[src/vdrs_pkg.sv]
/*
 * Shared constants of the reference sequencer: clock rates, code tables, modes.
 * Assumes a 40 MHz core clock.
 */
package vdrs_pkg;
  // ----------------------------------------
  // clock rates in kHz
  // ----------------------------------------
  localparam int unsigned CLK_KHZ = 40000;
  localparam int unsigned SAMPLE_KHZ = 5500;
  localparam int unsigned SLEW_KHZ = 345;
  localparam int ACC_W = 16;
  localparam logic [ACC_W-1:0] ACC_MOD = ACC_W'(CLK_KHZ);
  localparam logic [ACC_W-1:0] ACC_SAMPLE_INC = ACC_W'(SAMPLE_KHZ);
  localparam logic [ACC_W-1:0] ACC_SLEW_INC = ACC_W'(SLEW_KHZ);

  // ----------------------------------------
  // code filtering
  // ----------------------------------------
  localparam int CODE_W = 8;
  localparam int CNT_W = 3;
  localparam logic [CNT_W-1:0] STABLE_CNT = 3'h3;
  localparam logic [CNT_W-1:0] OFF_CNT = 3'h4;
  localparam logic [CNT_W-1:0] CNT_ONE = 3'h1;

  // ----------------------------------------
  // tables (reference in 6.25 mV units)
  // ----------------------------------------
  localparam logic [CODE_W-1:0] OFF5_CODE = 8'h1f;
  localparam logic [CODE_W-1:0] MASK5 = 8'h1f;
  localparam logic [CODE_W-1:0] MASK6 = 8'h3f;
  localparam logic [CODE_W-1:0] LOW6_BASE = 8'h20;
  localparam logic [CODE_W-1:0] HI_TOP_REF = 8'hf8;
  localparam logic [CODE_W-1:0] LO_TOP_REF = 8'h7a;
  localparam logic [CODE_W-1:0] REF_ZERO = 8'h00;
  localparam logic [CODE_W-1:0] REF_STEP = 8'h01;

  typedef enum logic [1:0] {
    VDRS_MODE_STEP8 = 2'b00,
    VDRS_MODE_TAB5 = 2'b01,
    VDRS_MODE_TAB6 = 2'b10
  } vdrs_mode_t;
endpackage

[src/vdrs_code_if.sv]
/*
 * Carrier for the filtered code between the filter and the sequencer core.
 * Assumes both ends on the same clock.
 */
`timescale 1ns/1ps
interface vdrs_code_if;
  logic [vdrs_pkg::CODE_W-1:0] code;
  logic [vdrs_pkg::CNT_W-1:0] count;
  logic tick;

  modport filt (output code, output count, output tick);
  modport core (input code, input count, input tick);
endinterface

[src/vdrs_code_filter.sv]
/*
 * Synchronises the code lines, samples them at 5.5 MHz and counts equal readings.
 * Assumes asynchronous code pins and a 40 MHz clock.
 */
`timescale 1ns/1ps
module vdrs_code_filter (
  // clock and reset
  input wire logic mclk_i,
  input wire logic nrst_i,
  // code pins
  input wire logic [vdrs_pkg::CODE_W-1:0] voltage_id_code_i,
  // filtered code
  vdrs_code_if.filt cf
);
  logic [vdrs_pkg::CODE_W-1:0] sync1_reg;
  logic [vdrs_pkg::CODE_W-1:0] sync2_reg;
  logic [vdrs_pkg::ACC_W-1:0] acc_reg;
  logic [vdrs_pkg::ACC_W-1:0] acc_next;
  logic wrap;

  // ----------------------------------------
  // two-flop synchroniser
  // ----------------------------------------
  always_ff @(posedge mclk_i or negedge nrst_i)
  begin
    if (!nrst_i)
    begin
      sync1_reg <= '0;
      sync2_reg <= '0;
    end
    else
    begin
      sync1_reg <= voltage_id_code_i;
      sync2_reg <= sync1_reg;
    end
  end

  // ----------------------------------------
  // 5.5 MHz sampling tick
  // ----------------------------------------
  // phase accumulator gives the exact mean rate; jitter is one core cycle
  assign acc_next = acc_reg + vdrs_pkg::ACC_SAMPLE_INC;
  assign wrap = (acc_next >= vdrs_pkg::ACC_MOD);

  always_ff @(posedge mclk_i or negedge nrst_i)
  begin
    if (!nrst_i)
    begin
      acc_reg <= '0;
      cf.tick <= 1'b0;
    end
    else
    begin
      acc_reg <= wrap ? acc_next - vdrs_pkg::ACC_MOD : acc_next;
      cf.tick <= wrap;
    end
  end

  // ----------------------------------------
  // equal-reading counter
  // ----------------------------------------
  always_ff @(posedge mclk_i or negedge nrst_i)
  begin
    if (!nrst_i)
    begin
      cf.code <= '0;
      cf.count <= '0;
    end
    else if (wrap)
    begin
      cf.code <= sync2_reg;
      if (sync2_reg != cf.code)
        cf.count <= vdrs_pkg::CNT_ONE;
      else if (cf.count < vdrs_pkg::OFF_CNT)
        cf.count <= cf.count + vdrs_pkg::CNT_ONE;
    end
  end
endmodule

[src/vdrs_top.sv]
/*
 * Reference sequencer: validates code changes, steps or slews the reference,
 * latches off on off codes and gates the power switch drives.
 * Assumes pwm demands from the modulator on mclk_i; en_i and codes are async.
 */
`timescale 1ns/1ps
module vdrs_top #(
  // arbitrary default; off code of the stepped table
  parameter logic [vdrs_pkg::CODE_W-1:0] OFF8_CODE = 8'h00
) (
  // clock and reset
  input wire logic mclk_i,
  input wire logic nrst_i,
  // processor side
  input wire logic [vdrs_pkg::CODE_W-1:0] voltage_id_code_i,
  input wire logic [1:0] mode_i,
  input wire logic en_i,
  // modulator demands
  input wire logic pwm_high_i,
  input wire logic pwm_low_i,
  // outputs
  output logic [vdrs_pkg::CODE_W-1:0] ref_code_o,
  output logic high_side_gate_drive_o,
  output logic low_side_gate_drive_o,
  output logic running_o,
  output logic off_latched_o
);
  vdrs_code_if cf ();
  vdrs_pkg::vdrs_mode_t mode;
  logic en1_reg;
  logic en2_reg;
  logic [vdrs_pkg::CODE_W-1:0] target_reg;
  logic [vdrs_pkg::CODE_W-1:0] ref_reg;
  logic [vdrs_pkg::CODE_W-1:0] ref_next;
  logic [vdrs_pkg::ACC_W-1:0] slew_acc_reg;
  logic [vdrs_pkg::ACC_W-1:0] slew_sum;
  logic slew_tick;
  logic off_reg;
  logic run_reg;
  logic is_off;
  logic blocked;
  logic [1:0] mode1_reg;
  logic [1:0] mode2_reg;
  logic target_load;
  logic [vdrs_pkg::CODE_W-1:0] target_next;

  // strap is a pin like the others; it settles once, so two flops suffice
  assign mode = vdrs_pkg::vdrs_mode_t'(mode2_reg);

  // ----------------------------------------
  // code to reference conversion
  // ----------------------------------------
  function automatic logic [vdrs_pkg::CODE_W-1:0] code_to_ref(
    input vdrs_pkg::vdrs_mode_t m,
    input logic [vdrs_pkg::CODE_W-1:0] c
  );
    logic [vdrs_pkg::CODE_W-1:0] k;
    k = c & ((m == vdrs_pkg::VDRS_MODE_TAB5) ? vdrs_pkg::MASK5 : vdrs_pkg::MASK6);
    if (m == vdrs_pkg::VDRS_MODE_STEP8)
      return c;
    else if (k < vdrs_pkg::LOW6_BASE)
      return vdrs_pkg::HI_TOP_REF - {k[5:0], 2'b00};
    else
      return vdrs_pkg::LO_TOP_REF - {k[6:0], 1'b0} + {vdrs_pkg::LOW6_BASE[6:0], 1'b0};
  endfunction

  function automatic logic is_off_code(
    input vdrs_pkg::vdrs_mode_t m,
    input logic [vdrs_pkg::CODE_W-1:0] c
  );
    unique case (m)
      vdrs_pkg::VDRS_MODE_STEP8: return c == OFF8_CODE;
      vdrs_pkg::VDRS_MODE_TAB5: return (c & vdrs_pkg::MASK5) == vdrs_pkg::OFF5_CODE;
      default: return 1'b0;
    endcase
  endfunction

  // ----------------------------------------
  // code filter
  // ----------------------------------------
  vdrs_code_filter u_filter (
    .mclk_i(mclk_i),
    .nrst_i(nrst_i),
    .voltage_id_code_i(voltage_id_code_i),
    .cf(cf)
  );

  // ----------------------------------------
  // enable synchroniser
  // ----------------------------------------
  always_ff @(posedge mclk_i or negedge nrst_i)
  begin
    if (!nrst_i)
    begin
      en1_reg <= 1'b0;
      en2_reg <= 1'b0;
    end
    else
    begin
      en1_reg <= en_i;
      en2_reg <= en1_reg;
    end
  end

  // ----------------------------------------
  // mode strap synchroniser
  // ----------------------------------------
  always_ff @(posedge mclk_i or negedge nrst_i)
  begin
    if (!nrst_i)
    begin
      mode1_reg <= '0;
      mode2_reg <= '0;
    end
    else
    begin
      mode1_reg <= mode_i;
      mode2_reg <= mode1_reg;
    end
  end

  // ----------------------------------------
  // off latch and run state
  // ----------------------------------------
  assign is_off = is_off_code(mode, cf.code);
  assign blocked = (mode == vdrs_pkg::VDRS_MODE_TAB5) && is_off
                   && (cf.count >= vdrs_pkg::STABLE_CNT);

  always_ff @(posedge mclk_i or negedge nrst_i)
  begin
    if (!nrst_i)
      off_reg <= 1'b0;
    else if (!en2_reg)
      off_reg <= 1'b0;
    else if (run_reg && is_off && cf.count >= vdrs_pkg::OFF_CNT)
      off_reg <= 1'b1;
  end

  always_ff @(posedge mclk_i or negedge nrst_i)
  begin
    if (!nrst_i)
      run_reg <= 1'b0;
    else if (!en2_reg || off_reg)
      run_reg <= 1'b0;
    else if (!run_reg && !blocked && cf.count >= vdrs_pkg::STABLE_CNT)
      run_reg <= 1'b1;
  end

  // ----------------------------------------
  // target acceptance
  // ----------------------------------------
  // off codes never become a target; the reference holds instead
  assign target_load = (cf.count >= vdrs_pkg::STABLE_CNT) && !is_off;
  assign target_next = target_load ? code_to_ref(mode, cf.code) : target_reg;

  always_ff @(posedge mclk_i or negedge nrst_i)
  begin
    if (!nrst_i)
      target_reg <= vdrs_pkg::REF_ZERO;
    else
      target_reg <= target_next;
  end

  // ----------------------------------------
  // 345 kHz slew tick
  // ----------------------------------------
  assign slew_sum = slew_acc_reg + vdrs_pkg::ACC_SLEW_INC;
  assign slew_tick = (slew_sum >= vdrs_pkg::ACC_MOD);

  always_ff @(posedge mclk_i or negedge nrst_i)
  begin
    if (!nrst_i)
      slew_acc_reg <= '0;
    else
      slew_acc_reg <= slew_tick ? slew_sum - vdrs_pkg::ACC_MOD : slew_sum;
  end

  // ----------------------------------------
  // reference movement
  // ----------------------------------------
  always_comb
  begin
    ref_next = ref_reg;
    // while stopped, follow the target loaded on this same edge, so that a
    // start never opens with a ramp from the previous level
    if (!run_reg)
      ref_next = target_next;
    else if (mode == vdrs_pkg::VDRS_MODE_STEP8)
    begin
      // a one-step change lands within one tick, i.e. directly
      if (cf.tick && target_reg > ref_reg)
        ref_next = ref_reg + vdrs_pkg::REF_STEP;
      else if (cf.tick && target_reg < ref_reg)
        ref_next = ref_reg - vdrs_pkg::REF_STEP;
    end
    else if (slew_tick && target_reg > ref_reg)
      ref_next = ref_reg + vdrs_pkg::REF_STEP;
    else if (slew_tick && target_reg < ref_reg)
      ref_next = ref_reg - vdrs_pkg::REF_STEP;
  end

  always_ff @(posedge mclk_i or negedge nrst_i)
  begin
    if (!nrst_i)
      ref_reg <= vdrs_pkg::REF_ZERO;
    else
      ref_reg <= ref_next;
  end

  // ----------------------------------------
  // registered outputs
  // ----------------------------------------
  // both drives forced low when not running, and never both high
  always_ff @(posedge mclk_i or negedge nrst_i)
  begin
    if (!nrst_i)
    begin
      ref_code_o <= vdrs_pkg::REF_ZERO;
      high_side_gate_drive_o <= 1'b0;
      low_side_gate_drive_o <= 1'b0;
      running_o <= 1'b0;
      off_latched_o <= 1'b0;
    end
    else
    begin
      ref_code_o <= ref_reg;
      high_side_gate_drive_o <= run_reg && pwm_high_i;
      low_side_gate_drive_o <= run_reg && pwm_low_i && !pwm_high_i;
      running_o <= run_reg;
      off_latched_o <= off_reg;
    end
  end
endmodule

[config.mk]
export PLATFORM = sky130hd
export DESIGN_NAME = vdrs_top
export DESIGN_NICKNAME = d
export VERILOG_FILES = /design/src/vdrs_pkg.sv /design/src/vdrs_code_if.sv /design/src/vdrs_code_filter.sv /design/src/vdrs_top.sv
export SDC_FILE = /design/constraint.sdc
export NUM_CORES = 1
export LEC_CHECK = 0
export BUFFER_PORTS_ARGS = -buffer_cell sky130_fd_sc_hd__buf_2
export CORE_AREA = 2 2 109 111
export CTS_CLUSTER_DIAMETER = 80
export CTS_CLUSTER_SIZE = 30
export DETAILED_ROUTE_END_ITERATION = 12
export DIE_AREA = 0 0 111 113
export GPL_TIMING_DRIVEN = 0
export PLACE_DENSITY_LB_ADDON = 0.05
export SYNTH_ARGS = -nofsm -noshare
export SYNTH_HDL_FRONTEND = slang
export SYNTH_HIERARCHICAL = 1
export SYNTH_SLANG_ARGS = --single-unit
[constraint.sdc]
create_clock -name mclk_i -period 4.6 [get_ports mclk_i]
set_input_delay 0.23 -clock mclk_i [delete_from_list [all_inputs] [get_ports mclk_i]]
set_output_delay 0.23 -clock mclk_i [all_outputs]
set_load 0.005 [all_outputs]
==> results of run 1 <==
## cell families after synthesis
kind of cell               after synthesis  synth area share [%]
and+or+nand+nor                        150                  16.4
muxes                                   25                  5.32
adders and majority gates               22                  5.27
AOI/OAI and AO/OA                      101                  15.3
buffers and inverters                   44                  3.55
DFF                                     94                  45.1
xor gates and xnor gates                54                  9.06
## placed cells by master, fill, tap and decap left out, drive strengths merged, types with 6 or more instances in the layout
cell type	n
dlygate4sd3	12
inv	34
nand4	7
mux2i	6
a21oi	17
clkbuf	16
a31oi	11
nand2	26
a211oi	6
o21ai	23
nor3	10
nand3	15
mux2	19
xor2	17
xnor2	37
ha	22
dfrtp	94
nor2	39
buf	35
nor4	7
## power by group through the flow
stage | logic (mW) | registers [mW] | clock network, mW
3_3_place_gp | 0.306 | 0.915 | 0
4_1_cts | 0.324 | 0.900 | 0.750
5_1_grt | 0.360 | 0.906 | 0.782
3_5_place_dp | 0.314 | 0.916 | 0
2_1_floorplan | 0.229 | 0.908 | 0
6_report | 0.321 | 0.900 | 0.725
## worst paths after layout
kind                       slack [ns]  cells after the start                     end                   from
setup / recovery                 0.92                     12              ref_reg[3]        slew_acc_reg[0]
hold / removal                   0.11                      2  high_side_gate_drive_o             pwm_high_i
setup reg to reg                 0.92                     12              ref_reg[3]        slew_acc_reg[0]
hold reg to reg                  0.35                      0   u_filter/sync2_reg[4]  u_filter/sync1_reg[4]
max in group asynchronous        3.56                      3            mode1_reg[1]                 nrst_i
min in group asynchronous        0.40                      2         slew_acc_reg[5]                 nrst_i
## layout make-up
type / count / area, µm²
fill: 993 / 5310
tap: 143 / 179
clock buffer: 9 / 225
timing repair buffer: 39 / 280
clock inverter: 7 / 60.1
multi-input combinational: 352 / 2680
buffer: 15 / 76.3
inverter: 29 / 109
sequential: 94 / 2350
## through the flow
step / cells / util, % / setup slack, ns / instance area [µm²]
2_1_floorplan: 490 / - / 1.29 / 5220
3_3_place_gp: 659 / 49.1 / 0.995 / 5530
3_5_place_dp: 660 / 49.3 / 0.951 / 5560
4_1_cts: 688 / 52.9 / 0.913 / 5960
5_1_grt: 688 / 52.9 / 0.627 / 5960
6_report: 688 / 52.9 / 0.920 / 5960
## routing by layer
metal	vias up	track usage (%)	wire, µm
li1	1867	-	-
met1	1807	24.3	5080
met2	57	27.9	4770
met3	12	2.89	245
met4	0	6.00	144
met5	-	0	0
## repair_timing
action                                 CTS  global route
setup endpoints to repair                0             0
endpoints found under the hold margin   47             0
hold buffers                            12             0
==> impl_metrics.json, run 1 <==
{
  "synthTopCellsByCount": "dfrtp_1 (94), nor2_1 (38), xnor2_1 (37)",
  "drive_gt1_share_pct": 17.8,
  "largest_reg_flops": 16,
  "p_int_mw": 1.39,
  "fp-row-count": 39,
  "vias": 3743,
  "p_comb_share_pct": 16.5,
  "gp_congestion": 0.860,
  "clock_sinks": 94,
  "postSynthAreaPerCell_um2": 10.7,
  "p_seq_share_pct": 46.2,
  "max_freq_mhz": 272,
  "leakage_nw": 2.59,
  "wl_um": 10200,
  "wl_per_cell_um": 14.9,
  "synth_edf_count": 0,
  "p_sw_share_pct": 28.5,
  "worstSetupPathType": "reg -> reg",
  "cts_made_buffers": 9,
  "grt_pass1_vias": 3673,
  "synth_area_leaders": "dfrtp_1 (45%), xnor2_1 (6.2%), ha_1 (5.3%), mux2_2 (3.9%), xor2_1 (2.9%)",
  "endpoint_kind": "register",
  "power_frac_clock_pct": 37.2,
  "antenna_left": 0,
  "status": "finished, final reports clean",
  "final.setup_skew_ns": 0.00498,
  "overflow": 0,
  "synth_ff_type": "dfrtp_1",
  "drtIter0Drc": 214,
  "nNetsFinal": 577,
  "p_sw_mw": 0.555,
  "critPathBufInv": 0,
  "async_flop_share_pct": 100,
  "max-cap-violations": 0,
  "tns_ns": 0,
  "io_buffers": 26,
  "synth-seq-cells": 94,
  "clk_pin_slew_ns": 0.07,
  "crit_fanout": 5,
  "path_delay_family": "compound AO/OA/AOI/OAI gates",
  "ctsResizeCount": 0,
  "cts.htree.levels": 3,
  "die_x_um": 111,
  "ctsLongestPathBuffers": 2,
  "post_cts_buffers": 0,
  "diodes": 0,
  "grt_pass1_wl_um": 17800,
  "finalPower_mw": 1.95,
  "start_util_pct": 46.3,
  "peakVddDrop_mv": 0.275,
  "antenna_found_initial": 0,
  "report.final.slew_viol_count": 0,
  "hold_path.class": "in -> reg",
  "max_stage_delay_ns": 0.51,
  "pin_count": 27,
  "route.detailed.drc": 0,
  "dp_hpwl_um": 7380,
  "yosysSeqAreaShare_pct": 45.1,
  "yosysMostFrequentCell": "dfrtp_1",
  "core_region_area_mm2": 0.0113,
  "grt.total_usage_pct": 17.4,
  "cp.arrival_ns": 3.95,
  "path_cells": "ha_1 > a211oi_1 > nor2_1 > xnor2_1 > ha_1 > nand3_1 > o41ai_1 > nor3b_2 > o21ai_2 > a31oi_1 > or4_1 > a31oi_1",
  "die_y_um": 113,
  "synth_nets": 527,
  "crit_required_ns": 4.87,
  "fp.dieArea_mm2": 0.0125,
  "crit_slowest_cell": "or4_1",
  "grt_max_degree": 59,
  "firstDrtPassIters": 6,
  "syn-cell-area_mm2": 0.00522,
  "period_minus_slack_ns": 3.68,
  "yosys_warnings": 6,
  "p_per_area_mw_per_mm2": 326,
  "final_hold_viol_count": 0,
  "period_share_pct": 80.0,
  "setup_viol": 0,
  "yosysTopAreaCell": "dfrtp_1",
  "ys_types": 77,
  "start_kind": "register",
  "areaGrowthSynthToFinish_pct": 14.3,
  "slew_headroom_pct": 50.7,
  "tightestPinTransition_ns": 0.734,
  "rsz0062_at_grt": "false",
  "cts_tree": "done",
  "avgViaCountPerCell": 5.44,
  "synthCells": 490,
  "clk_latency_ns": 0.35,
  "yosysTopAreaCellShare_pct": 45.1,
  "cts-root-buf": "clkbuf_16",
  "whs_ns": 0.105
}
No activity file was read; power rests on OpenSTA's default activity.
==> run 2: changes to the inputs <==
==> constraint.sdc (replaced) <==
create_clock -name mclk_i -period 3.6 [get_ports mclk_i]
set_input_delay 0.18 -clock mclk_i [delete_from_list [all_inputs] [get_ports mclk_i]]
set_output_delay 0.18 -clock mclk_i [all_outputs]
set_load 0.005 [all_outputs]
==> impl_metrics.json, run 2 (synthesized netlist as in run 1, its figures left out) <==
{
  "nNetsFinal": 580,
  "antenna_left": 0,
  "wl_um": 10300,
  "clock_sinks": 94,
  "hold_path.class": "in -> reg",
  "multi_input_area_mm2": 0.00272,
  "finalPower_mw": 2.49,
  "start_util_pct": 46.3,
  "core_region_area_mm2": 0.0113,
  "whs_ns": 0.0543,
  "status": "finished, final reports clean",
  "clk_pin_slew_ns": 0.07,
  "cts.htree.levels": 3,
  "cts-root-buf": "clkbuf_16",
  "report.final.slew_viol_count": 0,
  "nFillCells": 985,
  "diodes": 0,
  "fin_area_mm2": 0.00603,
  "period_minus_slack_ns": 3.43,
  "fp.dieArea_mm2": 0.0125,
  "drive_gt1_share_pct": 18.8,
  "final_hold_viol_count": 0,
  "route.detailed.drc": 0,
  "gp_congestion": 0.860,
  "vias": 3761,
  "slew_headroom_pct": 50.7,
  "setup_viol": 0,
  "wl_per_cell_um": 14.9,
  "grt_max_degree": 59,
  "final.setup_skew_ns": 0.00653,
  "grt_pass1_vias": 3678,
  "grt_pass1_wl_um": 17800,
  "cts_tree": "done",
  "p_per_area_mw_per_mm2": 413,
  "dp_hpwl_um": 7380,
  "cts_made_buffers": 9,
  "grt.total_usage_pct": 17.5,
  "antenna_found_initial": 0,
  "regArea_mm2": 0.00235,
  "fin_util_pct": 53.5,
  "clk_latency_ns": 0.35,
  "crit_required_ns": 3.83,
  "start_kind": "register",
  "mostFrequentLayoutCell": "dfrtp_1",
  "max-cap-violations": 0,
  "avgViaCountPerCell": 5.44,
  "tightestPinTransition_ns": 0.735,
  "pin_count": 27,
  "die_y_um": 113,
  "worstSetupPathType": "reg -> reg",
  "ctsLongestPathBuffers": 2,
  "firstDrtPassIters": 6,
  "leakage_nw": 2.61,
  "dpl-instance-area_mm2": 0.00556,
  "fp-row-count": 39,
  "max_freq_mhz": 291,
  "cp.arrival_ns": 3.67,
  "final_cell_mix": "dfrtp_1 (94), nor2_1 (38), xnor2_1 (36), inv_1 (29), buf_2 (29)",
  "io_buffers": 26,
  "rsz0062_at_grt": "false",
  "overflow": 0,
  "areaGrowthSynthToFinish_pct": 15.4,
  "crit_fanout": 9,
  "peakVddDrop_mv": 0.351,
  "drtIter0Drc": 198,
  "endpoint_kind": "register",
  "largest_reg_flops": 16,
  "die_x_um": 111,
  "period_share_pct": 95.4
}
run 2: layout make-up:
type / instances / share of cell area [%]
Clock buffer: 9 / 3.74
Inverter: 29 / 1.81
Multi-Input combinational cell: 352 / 45.2
Sequential cell: 94 / 39.0
Buffer: 15 / 1.27
Tap cell: 143 / 2.97
Clock inverter: 7 / 0.997
Timing Repair Buffer: 42 / 5.02
run 2: critical path, cell delays in order (launching register included):
cell	delay [ns]
dfrtp_1	0.42
inv_1	0.08
ha_1	0.27
or4b_1	0.53
a21oi_4	0.25
mux2_2	0.39
a311oi_4	0.36
o21ai_4	0.17
or4_4	0.56
mux2_4	0.27
run 2: report_power, final:
part / switching (mW) / internal, mW
Sequential: 0.0424 / 1.11
Combinational: 0.226 / 0.186
Clock: 0.444 / 0.484
Total: 0.713 / 1.78
run 2: stage by stage:
stage | worst slack, ns | cells | TNS [ns]
6_report | 0.166 | 691 | 0
5_1_grt | 0.00274 | 691 | 0
4_1_cts | 0.0289 | 688 | 0
3_5_place_dp | -0.0489 | 660 | -0.133
3_3_place_gp | -0.00505 | 659 | -0.00505
2_1_floorplan | 0.291 | 490 | 0
run 2: final timing paths:
| check | from | to | slack [ns] | cells past startpoint |
|---|---|---|---|---|
| setup reg to reg | u_filter/acc_reg[2] | u_filter/cf.count[0] | 0.17 | 9 |
| hold / removal | pwm_high_i | high_side_gate_drive_o | 0.05 | 2 |
| setup / recovery | u_filter/acc_reg[2] | u_filter/cf.count[0] | 0.17 | 9 |
| max in group asynchronous | nrst_i | mode1_reg[1] | 2.61 | 3 |
| min in group asynchronous | nrst_i | slew_acc_reg[5] | 0.34 | 2 |
| hold reg to reg | u_filter/sync1_reg[4] | u_filter/sync2_reg[4] | 0.35 | 0 |
run 2: timing repair:
| item | in CTS | in global routing |
|---|---|---|
| endpoints found under the setup margin | 4 | 9 |
| pin swaps | 0 | 1 |
| hold buffers | 12 | 0 |
| resized for setup | 2 | 3 |
| endpoints found under the hold margin | 47 | 0 |
| setup buffers | 0 | 3 |
run 2: per-layer routing:
metal / wire length (µm) / track usage [%] / share of wire, %
met1: 5090 / 24.3 / 49
met3: 270 / 2.89 / 2.6
met2: 4810 / 27.9 / 47
met4: 150 / 6.00 / 1.5
met5: 0 / 0 / 0
==> run 3: changes to the inputs <==
--- a/config.mk
+++ b/config.mk
@@ -5,12 +5,13 @@
 export SDC_FILE = /design/constraint.sdc
 export NUM_CORES = 1
 export LEC_CHECK = 0
+export ABC_AREA = 1
 export BUFFER_PORTS_ARGS = -buffer_cell sky130_fd_sc_hd__buf_2
-export CORE_AREA = 2 2 109 111
+export CORE_AREA = 2 2 113 115
 export CTS_CLUSTER_DIAMETER = 80
 export CTS_CLUSTER_SIZE = 30
 export DETAILED_ROUTE_END_ITERATION = 12
-export DIE_AREA = 0 0 111 113
+export DIE_AREA = 0 0 115 117
 export GPL_TIMING_DRIVEN = 0
 export PLACE_DENSITY_LB_ADDON = 0.05
 export SYNTH_ARGS = -nofsm -noshare
==> impl_metrics.json, run 3 <==
{
  "pin_count": 27,
  "cp.arrival_ns": 3.37,
  "firstDrtPassIters": 5,
  "io_buffers": 26,
  "die_x_um": 115,
  "endpoint_kind": "register",
  "dpl-instance-area_mm2": 0.00594,
  "period_minus_slack_ns": 3.09,
  "wl_um": 12000,
  "status": "finished, final reports clean",
  "start_kind": "register",
  "final.setup_skew_ns": 0.00640,
  "postSynthAreaPerCell_um2": 7.86,
  "yosys_warnings": 6,
  "fin_area_mm2": 0.00637,
  "highest_layer": "met4",
  "syn-cell-area_mm2": 0.00559,
  "dp_cells": 888,
  "synth-seq-cells": 94,
  "synthTopCellsByCount": "nand2_1 (228), dfrtp_1 (94), inv_1 (85)",
  "clk_pin_slew_ns": 0.07,
  "mostFrequentLayoutCell": "nand2_1",
  "cts-root-buf": "clkbuf_16",
  "cts_made_buffers": 9,
  "vias": 4621,
  "final_hold_viol_count": 0,
  "wl_per_cell_um": 13.1,
  "rsz0062_at_grt": "false",
  "crit_fanout": 8,
  "drive_gt1_share_pct": 12.4,
  "route.met3.wl_um": 375,
  "overflow": 0,
  "grt.total_usage_pct": 19.0,
  "met2_length_um": 5740,
  "worstSetupPathType": "reg -> reg",
  "avgViaCountPerCell": 5.04,
  "multi_input_area_mm2": 0.00282,
  "ctsLongestPathBuffers": 2,
  "period_share_pct": 85.8,
  "gp_congestion": 0.857,
  "core_region_area_mm2": 0.0123,
  "fp.dieArea_mm2": 0.0135,
  "p_int_mw": 1.79,
  "final_cell_mix": "nand2_1 (228), dfrtp_1 (94), inv_1 (85), nand3_1 (64), nor2_1 (40)",
  "ys_types": 38,
  "dp_hpwl_um": 8700,
  "report.final.slew_viol_count": 0,
  "fin_cells": 917,
  "nFillCells": 1228,
  "cts_tree": "done",
  "synth_ff_type": "dfrtp_1",
  "p_seq_share_pct": 45.4,
  "start_util_pct": 45.4,
  "setup_viol": 0,
  "fp-row-count": 41,
  "worst_slack_ns": 0.511,
  "p_sw_share_pct": 28.5,
  "yosysSeqAreaShare_pct": 42.1,
  "die_y_um": 117,
  "regArea_mm2": 0.00235,
  "grt_pass1_wl_um": 20300,
  "clk_latency_ns": 0.35,
  "grt_max_degree": 72,
  "async_flop_share_pct": 100,
  "synth_area_leaders": "dfrtp_1 (42%), nand2_1 (15%), nand3_1 (5.7%), inv_1 (5.7%), ha_1 (4.9%)",
  "dp_slack_ns": 0.545,
  "tightestPinTransition_ns": 0.707,
  "areaGrowthSynthToFinish_pct": 14.0,
  "antenna_found_initial": 0,
  "finalPower_mw": 2.51,
  "yosysTopAreaCell": "dfrtp_1",
  "max_freq_mhz": 324,
  "leakage_nw": 3.27,
  "yosysTopAreaCellShare_pct": 42.1,
  "p_sw_mw": 0.714,
  "slew_headroom_pct": 52.8,
  "largest_reg_flops": 16,
  "synth_nets": 748,
  "power_frac_clock_pct": 39.2,
  "synthCells": 711,
  "p_comb_share_pct": 15.5,
  "tns_ns": 0,
  "cts.htree.levels": 3,
  "diodes": 0,
  "drtIter0Drc": 236,
  "synth_edf_count": 0,
  "clock_sinks": 94,
  "hold_path.class": "in -> reg",
  "post_cts_buffers": 0,
  "max-cap-violations": 0,
  "crit_required_ns": 3.88,
  "antenna_left": 0,
  "yosysMostFrequentCell": "nand2_1",
  "nNetsFinal": 799,
  "grt_pass1_vias": 4465,
  "route.detailed.drc": 0,
  "wl_met1_um": 5640,
  "peakVddDrop_mv": 0.287,
  "p_per_area_mw_per_mm2": 394
}
## run 3: cell count changes in the layout (fill, tap and decap cells not counted), sizes merged, moves of 6 or more
cell    delta
o21ai      -8
xor2      +14
a31oi     -10
nand3     +60
inv       +58
nor4       -7
mux2      -19
nor2       +9
o211ai     +7
nand2    +219
xnor2     -25
mux2i      -6
nand4     +10
## run 3: metrics by stage
stage | hold WS (ns) | util (%)
final | 0.0651 | 51.8
after global routing | 0.0648 | 51.8
after CTS | 0.0528 | 51.8
after detailed placement | 0.116 | 48.2
after global placement | 0.288 | 48.0
after floorplan | -0.116 | -
## run 3: repair_timing
action                     4_1_cts  5_1_grt
resized for setup                0        0
setup endpoints to repair        0        0
hold endpoints to repair        35        0
hold buffers                    13        0
## run 3: per-layer routing
layer | vias to the layer above | track usage, %
li1 | 2367 | -
met1 | 2157 | 24.3
met2 | 79 | 32.2
met3 | 18 | 3.09
met4 | 0 | 8.35
met5 | - | 0
## run 3: area by class of cell
| type | count | area share [%] |
|---|---|---|
| Buffer | 12 | 1.06 |
| Timing Repair Buffer | 40 | 4.56 |
| Clock buffer | 9 | 3.53 |
| Clock inverter | 7 | 1.26 |
| Multi-Input combinational cell | 514 | 44.3 |
| Tap cell | 150 | 2.95 |
| Sequential cell | 94 | 36.9 |
| Inverter | 91 | 5.48 |
## run 3: final timing paths
path | startpoint | endpoint | slack, ns | cells after the start
worst max-delay path | ref_reg[2] | ref_reg[6] | 0.51 | 13
worst min-delay path | pwm_low_i | low_side_gate_drive_o | 0.07 | 3
worst max register to register | ref_reg[2] | ref_reg[6] | 0.51 | 13
worst min register to register | mode1_reg[1] | mode[1] | 0.35 | 0
max in group asynchronous | nrst_i | off_reg | 2.65 | 3
min in group asynchronous | nrst_i | slew_acc_reg[9] | 0.28 | 2
## run 3: logic make-up after synthesis
kind of cell,synth area share (%)
adder cells (fa/ha/maj),4.92
AND/OR/NAND/NOR,33.6
AO/OA/AOI/OAI,5.15
buffers and inverters,7.45
XOR/XNOR,6.74
flip-flops,42.1
## run 3: critical path, cell delays in order, from the launching register on
cell and delay (ns):
dfrtp_1 0.35, clkbuf_1 0.25, inv_1 0.11, ha_1 0.28
nand2_1 0.05, o21ai_0 0.20, nand2_1 0.09, a21boi_1 0.59
nand3_1 0.48, nand3_2 0.22, nand2_4 0.14, nand2_8 0.14
nand3_2 0.06, nand2_1 0.06
## run 3: power groups by stage
stage	combinational, mW	sequential (mW)	clock, mW
floorplan	0.270	1.15	0
global placement	0.370	1.16	0
detailed placement	0.377	1.16	0
CTS	0.389	1.14	1.01
global route	0.447	1.14	1.05
finish	0.388	1.14	0.983
